<file path="src/hdl/phu_pkg.sv">
// Package of constants and types for the prefetch hint unit
package phu_pkg;

  // Instruction fields
  localparam logic [5:0] PHU_MAJOR_GROUP_C = 6'h18;
  localparam logic [3:0] PHU_DATA_PREFETCH_INSTR_MINOR    = 4'h2;
  localparam int         PHU_MAJOR_POS     = 26;
  localparam int         PHU_HINT_POS      = 21;
  localparam int         PHU_BASE_POS      = 16;
  localparam int         PHU_MINOR_POS     = 12;
  localparam int         PHU_OFFSET_W      = 12;

  // Hint codes
  localparam logic [4:0] PHU_HINT_LOAD      = 5'h00;
  localparam logic [4:0] PHU_HINT_STORE     = 5'h01;
  localparam logic [4:0] PHU_HINT_LOAD_STR  = 5'h04;
  localparam logic [4:0] PHU_HINT_STORE_STR = 5'h05;
  localparam logic [4:0] PHU_HINT_LOAD_RET  = 5'h06;
  localparam logic [4:0] PHU_HINT_STORE_RET = 5'h07;
  localparam logic [4:0] PHU_HINT_WB_INV    = 5'h19;
  localparam logic [4:0] PHU_HINT_ZERO_FILL = 5'h1E;

  // Cache action requested of the hierarchy
  typedef enum logic [2:0] {
    PHU_ACT_NONE      = 3'h0,
    PHU_ACT_FETCH_RD  = 3'h1,
    PHU_ACT_FETCH_WR  = 3'h2,
    PHU_ACT_WB_INV    = 3'h3,
    PHU_ACT_ZERO_FILL = 3'h4
  } phu_action_type;

  // Placement class for replacement policy
  typedef enum logic [1:0] {
    PHU_PLACE_NORMAL   = 2'h0,
    PHU_PLACE_STREAMED = 2'h1,
    PHU_PLACE_RETAINED = 2'h2
  } phu_place_type;

  typedef enum logic [3:0] {
    PHU_ST_IDLE  = 4'b0001,
    PHU_ST_XLATE = 4'b0010,
    PHU_ST_ISSUE = 4'b0100,
    PHU_ST_WAIT  = 4'b1000
  } phu_state_type;

  localparam logic [31:0] PHU_ADDR_RESET = 32'h0000_0000;

endpackage

</file>
<file path="src/hdl/phu_prefetch_hint_unit.sv">
// Prefetch hint unit: decode, address, translate and issue cache action
// ----------------------------------------------------------------------------
// Summary of operation
// - Decode group C opcode, minor 0010
// - Address is base plus sign-extended offset, translated
// - Never raise address or translation exceptions
// - Faulting address: drop fault, move no data
// - Any action allowed if invisible; zero-fill excepted
// - Only bus or cache errors may report
// - Uncached address: no memory operation at all
// - Operation uses the address's own attributes
// - Cached address fetches block containing address
// - Coherent attribute makes coherent transaction
// - Obey memory ordering barrier rules
// - Hint 0 read fetch, hint 1 write fetch
// - Hints 4,5 streamed, spare retained lines
// - Hints 6,7 retained, safe from streamed fills
// - Hints 2-3, 8-20 reserved, no meaning
// - Hints 21-24, 26-29, 31 implementation defined
// - Hint 25 writeback dirty then invalidate
// - Hint 30 zero-fill allocate on miss only
// - Locked lines never changed by prefetch
// ----------------------------------------------------------------------------
`timescale 1ns/1ps

module phu_prefetch_hint_unit (
  // Clock and reset
  input  wire logic                         ref_clk,
  input  wire logic                         reset,
  // Issue from pipeline
  input  wire logic                         issueValid,
  output logic                              issueReady,
  input  wire logic [31:0]                  issueInstr,
  input  wire logic [31:0]                  baseValue,
  output logic [4:0]                        baseSelect,
  output logic                              isPrefetch,
  output logic                              doneValid,
  output logic                              regWriteEnable,
  // Address translation
  output logic                              xlateReq,
  output logic [31:0]                       xlateVaddr,
  input  wire logic                         xlateDone,
  input  wire logic [31:0]                  xlatePaddr,
  input  wire logic                         xlateFault,
  input  wire logic                         xlateUncached,
  input  wire logic                         xlateCoherent,
  input  wire logic [2:0]                   xlateAttr,
  // Cache and memory hierarchy
  input  wire logic                         syncPending,
  output logic                              cacheReqValid,
  input  wire logic                         cacheReqReady,
  output phu_pkg::phu_action_type           cacheAction,
  output phu_pkg::phu_place_type            cachePlace,
  output logic [31:0]                       cacheAddr,
  output logic [2:0]                        cacheAttr,
  output logic                              cacheCoherent,
  output logic                              cacheSkipLocked,
  input  wire logic                         cacheDone,
  input  wire logic                         cacheBusError,
  input  wire logic                         cacheEccError,
  output logic                              errorReport
);

  // --------------------------------------------------------------------------
  // State
  // --------------------------------------------------------------------------
  typedef struct packed {
    phu_pkg::phu_state_type  state;
    phu_pkg::phu_action_type action;
    phu_pkg::phu_place_type  place;
    logic [31:0]             addr;
    logic [2:0]              attr;
    logic                    coherent;
    logic                    done;
    logic                    err;
  } phu_regs_type;

  phu_regs_type regs_reg;
  phu_regs_type regs_next;

  // --------------------------------------------------------------------------
  // Decode
  // --------------------------------------------------------------------------
  logic [4:0]  hint;
  logic [11:0] offset;
  logic        match;
  phu_pkg::phu_action_type decAction;
  phu_pkg::phu_place_type  decPlace;

  assign hint   = issueInstr[phu_pkg::PHU_HINT_POS +: 5];
  assign offset = issueInstr[phu_pkg::PHU_OFFSET_W-1:0];
  assign match  = (issueInstr[phu_pkg::PHU_MAJOR_POS +: 6] == phu_pkg::PHU_MAJOR_GROUP_C)
               && (issueInstr[phu_pkg::PHU_MINOR_POS +: 4] == phu_pkg::PHU_DATA_PREFETCH_INSTR_MINOR);

  assign baseSelect = issueInstr[phu_pkg::PHU_BASE_POS +: 5];
  assign isPrefetch = match;

  always_comb begin
    decAction = phu_pkg::PHU_ACT_NONE;
    decPlace  = phu_pkg::PHU_PLACE_NORMAL;
    case (hint)
      phu_pkg::PHU_HINT_LOAD: begin
        decAction = phu_pkg::PHU_ACT_FETCH_RD;
      end
      phu_pkg::PHU_HINT_STORE: begin
        decAction = phu_pkg::PHU_ACT_FETCH_WR;
      end
      phu_pkg::PHU_HINT_LOAD_STR: begin
        decAction = phu_pkg::PHU_ACT_FETCH_RD;
        decPlace  = phu_pkg::PHU_PLACE_STREAMED;
      end
      phu_pkg::PHU_HINT_STORE_STR: begin
        decAction = phu_pkg::PHU_ACT_FETCH_WR;
        decPlace  = phu_pkg::PHU_PLACE_STREAMED;
      end
      phu_pkg::PHU_HINT_LOAD_RET: begin
        decAction = phu_pkg::PHU_ACT_FETCH_RD;
        decPlace  = phu_pkg::PHU_PLACE_RETAINED;
      end
      phu_pkg::PHU_HINT_STORE_RET: begin
        decAction = phu_pkg::PHU_ACT_FETCH_WR;
        decPlace  = phu_pkg::PHU_PLACE_RETAINED;
      end
      phu_pkg::PHU_HINT_WB_INV: begin
        decAction = phu_pkg::PHU_ACT_WB_INV;
      end
      phu_pkg::PHU_HINT_ZERO_FILL: begin
        decAction = phu_pkg::PHU_ACT_ZERO_FILL;
      end
      // Reserved and spare codes are left unassigned on purpose
      default: begin
        decAction = phu_pkg::PHU_ACT_NONE;
      end
    endcase
  end

  // --------------------------------------------------------------------------
  // Next state
  // --------------------------------------------------------------------------
  always_comb begin
    regs_next      = regs_reg;
    regs_next.done = 1'b0;
    regs_next.err  = 1'b0;
    case (regs_reg.state)
      phu_pkg::PHU_ST_IDLE: begin
        if (issueValid && match) begin
          // Offset sign-extended to 32 bits before the add
          regs_next.addr   = baseValue + {{20{offset[11]}}, offset};
          regs_next.action = decAction;
          regs_next.place  = decPlace;
          if (decAction == phu_pkg::PHU_ACT_NONE) begin
            regs_next.done = 1'b1;
          end else begin
            regs_next.state = phu_pkg::PHU_ST_XLATE;
          end
        end
      end
      phu_pkg::PHU_ST_XLATE: begin
        if (xlateDone) begin
          regs_next.addr     = xlatePaddr;
          regs_next.attr     = xlateAttr;
          regs_next.coherent = xlateCoherent;
          // Fault is swallowed; uncached touches nothing
          if (xlateFault || xlateUncached) begin
            regs_next.done  = 1'b1;
            regs_next.state = phu_pkg::PHU_ST_IDLE;
          end else begin
            regs_next.state = phu_pkg::PHU_ST_ISSUE;
          end
        end
      end
      phu_pkg::PHU_ST_ISSUE: begin
        if (cacheReqReady && !syncPending) begin
          regs_next.state = phu_pkg::PHU_ST_WAIT;
        end
      end
      phu_pkg::PHU_ST_WAIT: begin
        if (cacheDone) begin
          regs_next.err   = cacheBusError || cacheEccError;
          regs_next.done  = 1'b1;
          regs_next.state = phu_pkg::PHU_ST_IDLE;
        end
      end
      default: begin
        regs_next.state = phu_pkg::PHU_ST_IDLE;
      end
    endcase
  end

  always_ff @(posedge ref_clk) begin
    if (reset) begin
      regs_reg.state    <= phu_pkg::PHU_ST_IDLE;
      regs_reg.action   <= phu_pkg::PHU_ACT_NONE;
      regs_reg.place    <= phu_pkg::PHU_PLACE_NORMAL;
      regs_reg.addr     <= phu_pkg::PHU_ADDR_RESET;
      regs_reg.attr     <= 3'h0;
      regs_reg.coherent <= 1'b0;
      regs_reg.done     <= 1'b0;
      regs_reg.err      <= 1'b0;
    end else begin
      regs_reg <= regs_next;
    end
  end

  // --------------------------------------------------------------------------
  // Outputs
  // --------------------------------------------------------------------------
  assign issueReady      = (regs_reg.state == phu_pkg::PHU_ST_IDLE);
  assign doneValid       = regs_reg.done;
  assign errorReport     = regs_reg.err;
  assign regWriteEnable  = 1'b0;
  assign xlateReq        = (regs_reg.state == phu_pkg::PHU_ST_XLATE);
  assign xlateVaddr      = regs_reg.addr;
  assign cacheReqValid   = (regs_reg.state == phu_pkg::PHU_ST_ISSUE) && !syncPending;
  assign cacheAction     = regs_reg.action;
  assign cachePlace      = regs_reg.place;
  assign cacheAddr       = regs_reg.addr;
  assign cacheAttr       = regs_reg.attr;
  assign cacheCoherent   = regs_reg.coherent;
  // Locked lines are exempt from every action the hierarchy takes
  assign cacheSkipLocked = 1'b1;

endmodule

</file>
<file path="config.mk">
export PLATFORM = sky130hd
export DESIGN_NAME = phu_prefetch_hint_unit
export DESIGN_NICKNAME = d
export VERILOG_FILES = /design/src/hdl/phu_pkg.sv /design/src/hdl/phu_prefetch_hint_unit.sv
export SDC_FILE = /design/constraint.sdc
export NUM_CORES = 1
export LEC_CHECK = 0
export BUFFER_PORTS_ARGS = -buffer_cell sky130_fd_sc_hd__buf_4
export CORE_MARGIN = 2
export CORE_UTILIZATION = 45
export CTS_BUF_LIST = sky130_fd_sc_hd__clkbuf_8
export DETAILED_ROUTE_END_ITERATION = 8
export GPL_ROUTABILITY_DRIVEN = 0
export PLACE_DENSITY_LB_ADDON = 0.08
export SLEW_MARGIN = 25
export SYNTH_ARGS = -nofsm -noshare
export SYNTH_HDL_FRONTEND = slang
export SYNTH_SLANG_ARGS = --single-unit
</file>
<file path="constraint.sdc">
create_clock -name ref_clk -period 4.4 [get_ports ref_clk]
set_input_delay 0.66 -clock ref_clk [delete_from_list [all_inputs] [get_ports ref_clk]]
set_output_delay 0.66 -clock ref_clk [all_outputs]
set_load 0.05 [all_outputs]
</file>
==> flow_metrics.tcl, run 1 <==
set metrics [dict create \
    status "complete, no violations" \
    cts_setup_buffers 0 \
    max-cap-violations 0 \
    multi_input_area_sq_um 2743 \
    rsz0062_at_grt "no" \
    critPathRequiredTime_ps 4560 \
    diodes 0 \
    routed_wl_mm 13.17 \
    ys.flop_type "dfxtp_1" \
    cts_root_buf "clkbuf_8" \
    p_leak_uw 0.002488 \
    clk_pin_slew_worst_paths_ps 90 \
    antenna_found_initial 0 \
    io_buffer_count 184 \
    slew_viol_final 0 \
    slew_headroom 0.3289 \
    dp_hpwl_mm 10.40 \
    seqCellArea_sq_um 940.9 \
    yosys.cell_types.count 65 \
    crit_top_cell "a21oi_1" \
    hold_buffers 0 \
    crit_slowest_cell "o31ai_1" \
    area_delta_synth_final_pct 21.92 \
    finalCritPeriodShare 0.6758 \
    power_uw 1078 \
    crit_arrival_ps 3130 \
    final_nets 824 \
    path_depth 12 \
    worst_slew_pin_slew_ps 1007 \
    num_io_pins 197 \
    min_delay_path_depth 2 \
    die_x_um 103.1 \
    tritoncts "done" \
    grt_max_degree 50 \
    avgSynthCellArea_sq_um 7.526 \
    first_pass_iters 5 \
    cts_buffers 5 \
    rr_endpoint "cacheAddr[1]$_SDFFE_PP0P_" \
    ff2ff_path_depth 7 \
    finalSetupViolCount 0 \
    synth-seq-cells 47 \
    stdcell_area_sq_um 5386 \
    endpoint_kind "flop" \
    die-area_sq_um 10630 \
    n_fill_cell 955 \
    cts_resized 0 \
    htreeDepth 2 \
    hold_viol_final 0 \
    clkLatencyLatePin_ps 300 \
    yosys_warnings 0 \
    grt_pass1_wl_mm 19.69 \
    yosysTopAreaCell "dfxtp_1" \
    clockBufferDepth 2 \
    startpoint_type "primary input" \
    clkSinkCount 47 \
    synth_common_cells "buf_4 (79), a21oi_1 (57), nand2_1 (55)" \
    tns_ps 0 \
    routedWlPerCell_um 16.15 \
    track_usage 0.2331 \
    peakVddDrop_v 0.0001264 \
    path_cells "buf_4 -> ha_1 -> inv_1 -> fa_1 -> nand2b_1 -> a21oi_1 -> o41a_1 -> a31oi_1 -> o31ai_1 -> a21oi_1 -> xor2_1 -> o32ai_1" \
    slowest_delay_ps 400 \
    r2r_slack_ps 1920 \
    synth_area_sq_um 4418 \
    drcViolationCount 0 \
    placed_cell_area_sq_um 5303 \
    fin_skew_ps 8.757 \
    p_per_area_nw_per_um2 200.2 \
    netlist_instances 587 \
    grt_pass1_vias 4010 \
    path_buf_inv 2 \
    drt_iter0_markers 287 \
    hold_class "flop to flop" \
    synth-async-reset-ratio 0 \
    rr_startpoint "regs_reg[46]$_SDFFE_PP0P_" \
    synth_area_leaders "dfxtp_1 (21%), buf_4 (13%), ha_1 (8.8%)" \
    largest_register_ffs 32 \
    crit_family "compound AO/OA/AOI/OAI gates" \
    vias 4497 \
    synth-seq-area-share 0.2130 \
    crit_fanout 4 \
    hold_end "cacheAction[0]$_SDFFE_PP0P_" \
    drive_above_1_share 0.3079 \
    hold_path_startpoint "cacheAction[0]$_SDFFE_PP0P_" \
    rows 36 \
    core_area_sq_um 9639 \
    die_height_um 103.1 \
    synth_edf_count 0 \
    critical_path_class "primary input to flop" \
    synth_nets 730 \
    max_freq_mhz 336.3 \
    worstSetupStartpoint "issueInstr[0]" \
    grt_remaining_overflow 0 \
    yosys.area.top_type_share 0.2130 \
    via_per_inst 5.518 \
    yosysMostFrequentCell "buf_4" \
    min_period_ps 2973 \
    initial_core_util 0.4583 \
    detail-route-antenna-nets 0 \
]
## where the power goes
part           internal, uW  leakage [uW]  switching [uW]
registers               427      0.000379            1.47
logic                   176       0.00206             217
clock network           109     0.0000477             147
total                   712       0.00249             366
## placed cells by master, fill, tap and decap left out, drive strengths merged, types with 5 or more instances in the layout
| master | count |
|---|---|
| a211oi | 15 |
| a21o | 14 |
| a21oi | 58 |
| a31oi | 8 |
| and3 | 16 |
| buf | 187 |
| clkbuf | 5 |
| dfxtp | 47 |
| ha | 31 |
| inv | 13 |
| nand2 | 55 |
| nand3 | 10 |
| nand4 | 6 |
| nor2 | 50 |
| nor3 | 13 |
| nor4 | 5 |
| o21ai | 44 |
| o22ai | 10 |
| xnor2 | 12 |
| xor2 | 16 |
## through the flow
step | hold slack (ps) | setup WS [ps] | cells | utilization
detailed placement | 447.8 | 1192 | 807 | 0.5501
global placement | 441.9 | 1261 | 807 | 0.5501
global route | 483.4 | 1230 | 815 | 0.5588
finish | 453.6 | 1427 | 815 | 0.5588
CTS | 459.4 | 1483 | 815 | 0.5588
floorplan | 432.2 | 1688 | 587 | -
## cell families (layout without fill, tap and decap cells)
group,Yosys count,after routing,synth area share
AO/OA/AOI/OAI,185,185,0.2693
XOR/XNOR,28,28,0.05551
adder cells (fa/ha/maj),32,32,0.09232
buffers and inverters,113,208,0.1662
flip-flops,47,47,0.2130
multiplexers,3,3,0.006797
other,2,2,0.001700
AND/OR/NAND/NOR,177,177,0.1951
## tightest hold or removal path, cell delays in order (launching register included)
cell	delay (ps)
dfxtp_1	320
nand2_1	50
a21oi_1	50
## layer usage
| metal | routed length (um) | share of wire | global-route usage | vias to the layer above |
|---|---|---|---|---|
| li1 | - | - | - | 2220 |
| met1 | 5740 | 0.44 | 0.3097 | 2091 |
| met2 | 6444 | 0.49 | 0.4081 | 177 |
| met3 | 842 | 0.064 | 0.02644 | 9 |
| met4 | 137 | 0.010 | 0.04757 | 0 |
| met5 | 0 | 0 | 0 | - |
## area by class of cell
class                   instances  area share
clock buffers                   5     0.01278
clock inverters                 3    0.002787
inverters                      13    0.009059
multi-input cells             427      0.5092
flip-flops and latches         47      0.1747
well taps                     133     0.03089
repair buffers                187      0.2606
## worst max-delay path by stage
stage               slack, ps                    endpoint
global route             1230  cacheAddr[24]$_SDFFE_PP0P_
floorplan                1690  cacheAddr[24]$_SDFFE_PP0P_
detailed placement       1190  cacheAddr[24]$_SDFFE_PP0P_
CTS                      1480  cacheAddr[24]$_SDFFE_PP0P_
global placement         1260  cacheAddr[30]$_SDFFE_PP0P_
finish                   1430  cacheAddr[24]$_SDFFE_PP0P_
No activity file was read; power rests on OpenSTA's default activity.
==> inputs of run 2 (changes only) <==
--- a/config.mk
+++ b/config.mk
@@ -5,6 +5,7 @@
 export SDC_FILE = /design/constraint.sdc
 export NUM_CORES = 1
 export LEC_CHECK = 0
+export ABC_AREA = 1
 export BUFFER_PORTS_ARGS = -buffer_cell sky130_fd_sc_hd__buf_4
 export CORE_MARGIN = 2
 export CORE_UTILIZATION = 45
==> constraint.sdc (replaced) <==
create_clock -name ref_clk -period 2.6 [get_ports ref_clk]
set_input_delay 0.39 -clock ref_clk [delete_from_list [all_inputs] [get_ports ref_clk]]
set_output_delay 0.39 -clock ref_clk [all_outputs]
set_load 0.05 [all_outputs]
==> flow_metrics.tcl, run 2 <==
set metrics [dict create \
    grt_max_degree 37 \
    grt_pass1_wl_mm 24.27 \
    num_io_pins 197 \
    core_area_sq_um 11520 \
    p_per_area_nw_per_um2 311.2 \
    clk_pin_slew_worst_paths_ps 90 \
    drcViolationCount 18 \
    rr_endpoint "cacheAddr[23]$_SDFFE_PP0P_" \
    peakVddDrop_v 0.0001924 \
    hold_buffers 0 \
    worstSetupEndpoint "cacheAddr[13]$_SDFFE_PP0P_" \
    yosysTopAreaCell "nand2_1" \
    worst_slew_pin_slew_ps 579.3 \
    synth-seq-cells 47 \
    area_delta_synth_final_pct 18.58 \
    die_x_um 113.0 \
    final_common_cell "nand2_1" \
    diodes 0 \
    slew_viol_final 0 \
    p_sw_uw 655.7 \
    first_pass_iters 7 \
    dp_hpwl_mm 12.70 \
    grt-busiest-layer "met2" \
    hold_class "primary input to flop" \
    path_cells "buf_4 -> ha_1 -> nand2_1 -> inv_1 -> nand2_1 -> inv_1 -> a21oi_1 -> nand2_1 -> or2_2 -> nand3_1 -> a21oi_1" \
    finalSetupViolCount 0 \
    antenna_found_initial 0 \
    finalCritPeriodShare 0.7272 \
    tns_ps 0 \
    routed_wl_mm 15.29 \
    yosysMostFrequentCell "nand2_1" \
    max-cap-violations 0 \
    endpoint_kind "flop" \
    cts_resized 0 \
    pre_cts_ws_ps 418.7 \
    crit_arrival_ps 2080 \
    die_height_um 113.0 \
    rsz0062_at_grt "no" \
    stdcell_area_sq_um 6334 \
    swShare 0.3326 \
    io_buffer_count 184 \
    internal_power_uw 1316 \
    grt_pass1_vias 4929 \
    use_met1 0.3235 \
    avgSynthCellArea_sq_um 6.063 \
    tritoncts "done" \
    slowest_delay_ps 400 \
    initial_core_util 0.4638 \
    critPathRequiredTime_ps 2790 \
    htreeDepth 2 \
    drt_iter0_markers 375 \
    die-area_sq_um 12760 \
    startpoint_type "primary input" \
    rows 39 \
    drive_above_1_share 0.2610 \
    ff2ff_path_depth 8 \
    critical_path_class "primary input to flop" \
    routedWlPerCell_um 13.60 \
    cts_buffers 5 \
    pwr-share-comb 0.347 \
    post-route-util 0.5500 \
    max_freq_mhz 528.9 \
    clkSinkCount 47 \
    final_nets 1123 \
    failed_checks "DRC" \
    pwr-share-seq 0.365 \
    clkLatencyLatePin_ps 300 \
    crit_slowest_cell "ha_1" \
    power_uw 1971 \
    grtUsageMet3 0.02303 \
    synth-async-reset-ratio 0 \
    synth_common_cells "nand2_1 (261), inv_1 (136), buf_4 (80)" \
    synth-seq-area-share 0.1762 \
    detail-route-antenna-nets 0 \
    p_leak_uw 0.003540 \
    vias 5488 \
    fin_skew_ps 6.086 \
    track_usage 0.2332 \
    grtUsageMet2 0.3976 \
    layout_setup_ws_ps 709.3 \
    synth_area_sq_um 5341 \
    synth_nets 1024 \
    layout_common_cells "nand2_1 (261), buf_4 (186), inv_1 (136), nor2_1 (63), a21oi_1 (58)" \
    yosys.area.top_type_share 0.1834 \
    hold_viol_final 0 \
    via_per_inst 4.883 \
    placed_cell_area_sq_um 6216 \
    crit_fanout 21 \
    largest_register_ffs 32 \
    min_period_ps 1891 \
    cts_root_buf "clkbuf_8" \
    pwr-share-clk 0.288 \
    crit_top_cell "nand2_1" \
    status "finished with violations" \
    synth_area_leaders "nand2_1 (18%), dfxtp_1 (18%), buf_4 (11%)" \
    yosys.cell_types.count 37 \
    yosys_warnings 0 \
    ys.flop_type "dfxtp_1" \
    r2r_slack_ps 920 \
    rr_startpoint "regs_reg[43]$_SDFFE_PP1P_" \
    worstSetupStartpoint "issueInstr[11]" \
    slew_headroom 0.6133 \
    grt_remaining_overflow 0 \
    netlist_instances 881 \
    synth_edf_count 0 \
    cts_setup_buffers 0 \
    n_fill_cell 1258 \
    clockBufferDepth 2 \
]
## run 2: area by class of cell
cell class	instances	area [sq um]	area share
Multi-Input combinational cell	599	3152	0.4976
Timing Repair Buffer	187	1416	0.2236
Sequential cell	47	940.9	0.1486
Inverter	140	528.0	0.08337
Tap cell	143	178.9	0.02825
Clock buffer	6	82.58	0.01304
Clock inverter	2	35.03	0.005531
## run 2: logic make-up (layout without fill, tap and decap cells)
group                    after synthesis  in the layout  share of synthesized area
AND/OR/NAND/NOR                      427            427                     0.3579
buffers and inverters                235            335                     0.2338
AO/OA/AOI/OAI                        135            135                     0.1495
flip-flops                            47             47                     0.1762
adder cells (fa/ha/maj)               32             32                    0.07636
XOR/XNOR                               3              3                   0.004920
other                                  2              2                   0.001406
## run 2: worst min-delay path by stage
stage | from | to | slack [ps] | cells past startpoint
finish | xlateCoherent | cacheCoherent$_SDFFE_PP0P_ | 300 | 3
global route | xlateCoherent | cacheCoherent$_SDFFE_PP0P_ | 310 | 3
floorplan | cacheAction[0]$_SDFFE_PP0P_ | cacheAction[0]$_SDFFE_PP0P_ | 450 | 2
detailed placement | cacheAction[0]$_SDFFE_PP0P_ | cacheAction[0]$_SDFFE_PP0P_ | 460 | 2
global placement | cacheAction[1]$_SDFFE_PP0P_ | cacheAction[1]$_SDFFE_PP0P_ | 460 | 2
CTS | xlateCoherent | cacheCoherent$_SDFFE_PP0P_ | 300 | 3
## run 2: layer usage
metal	vias to the layer above	wire length, um
met2	180	7097
met5	-	0
met3	9	958
met1	2412	7108
li1	2887	-
met4	0	121
## run 2: metrics by stage
stage / cells / hold WS, ps
after global routing: 1124 / 312.2
after global placement: 1116 / 456.3
final: 1124 / 304.5
after CTS: 1124 / 298.6
after floorplan: 881 / 445.7
after detailed placement: 1116 / 456.1
## run 2: worst max-delay path: cells and delay by family
family                     cells  cell delay, ps
and+or+nand+nor                5             760
adders and majority gates      1             400
AOI/OAI and AO/OA              2             210
buffers and inverters          3             310
## run 2: power by group through the flow
stage                     sequential, uW  combinational (uW)  clock [uW]
after floorplan                      737                 448           0
after global placement               737                 678           0
after detailed placement             737                 679           0
after CTS                            720                 683         578
after global routing                 720                 774         613
final                                720                 684         567
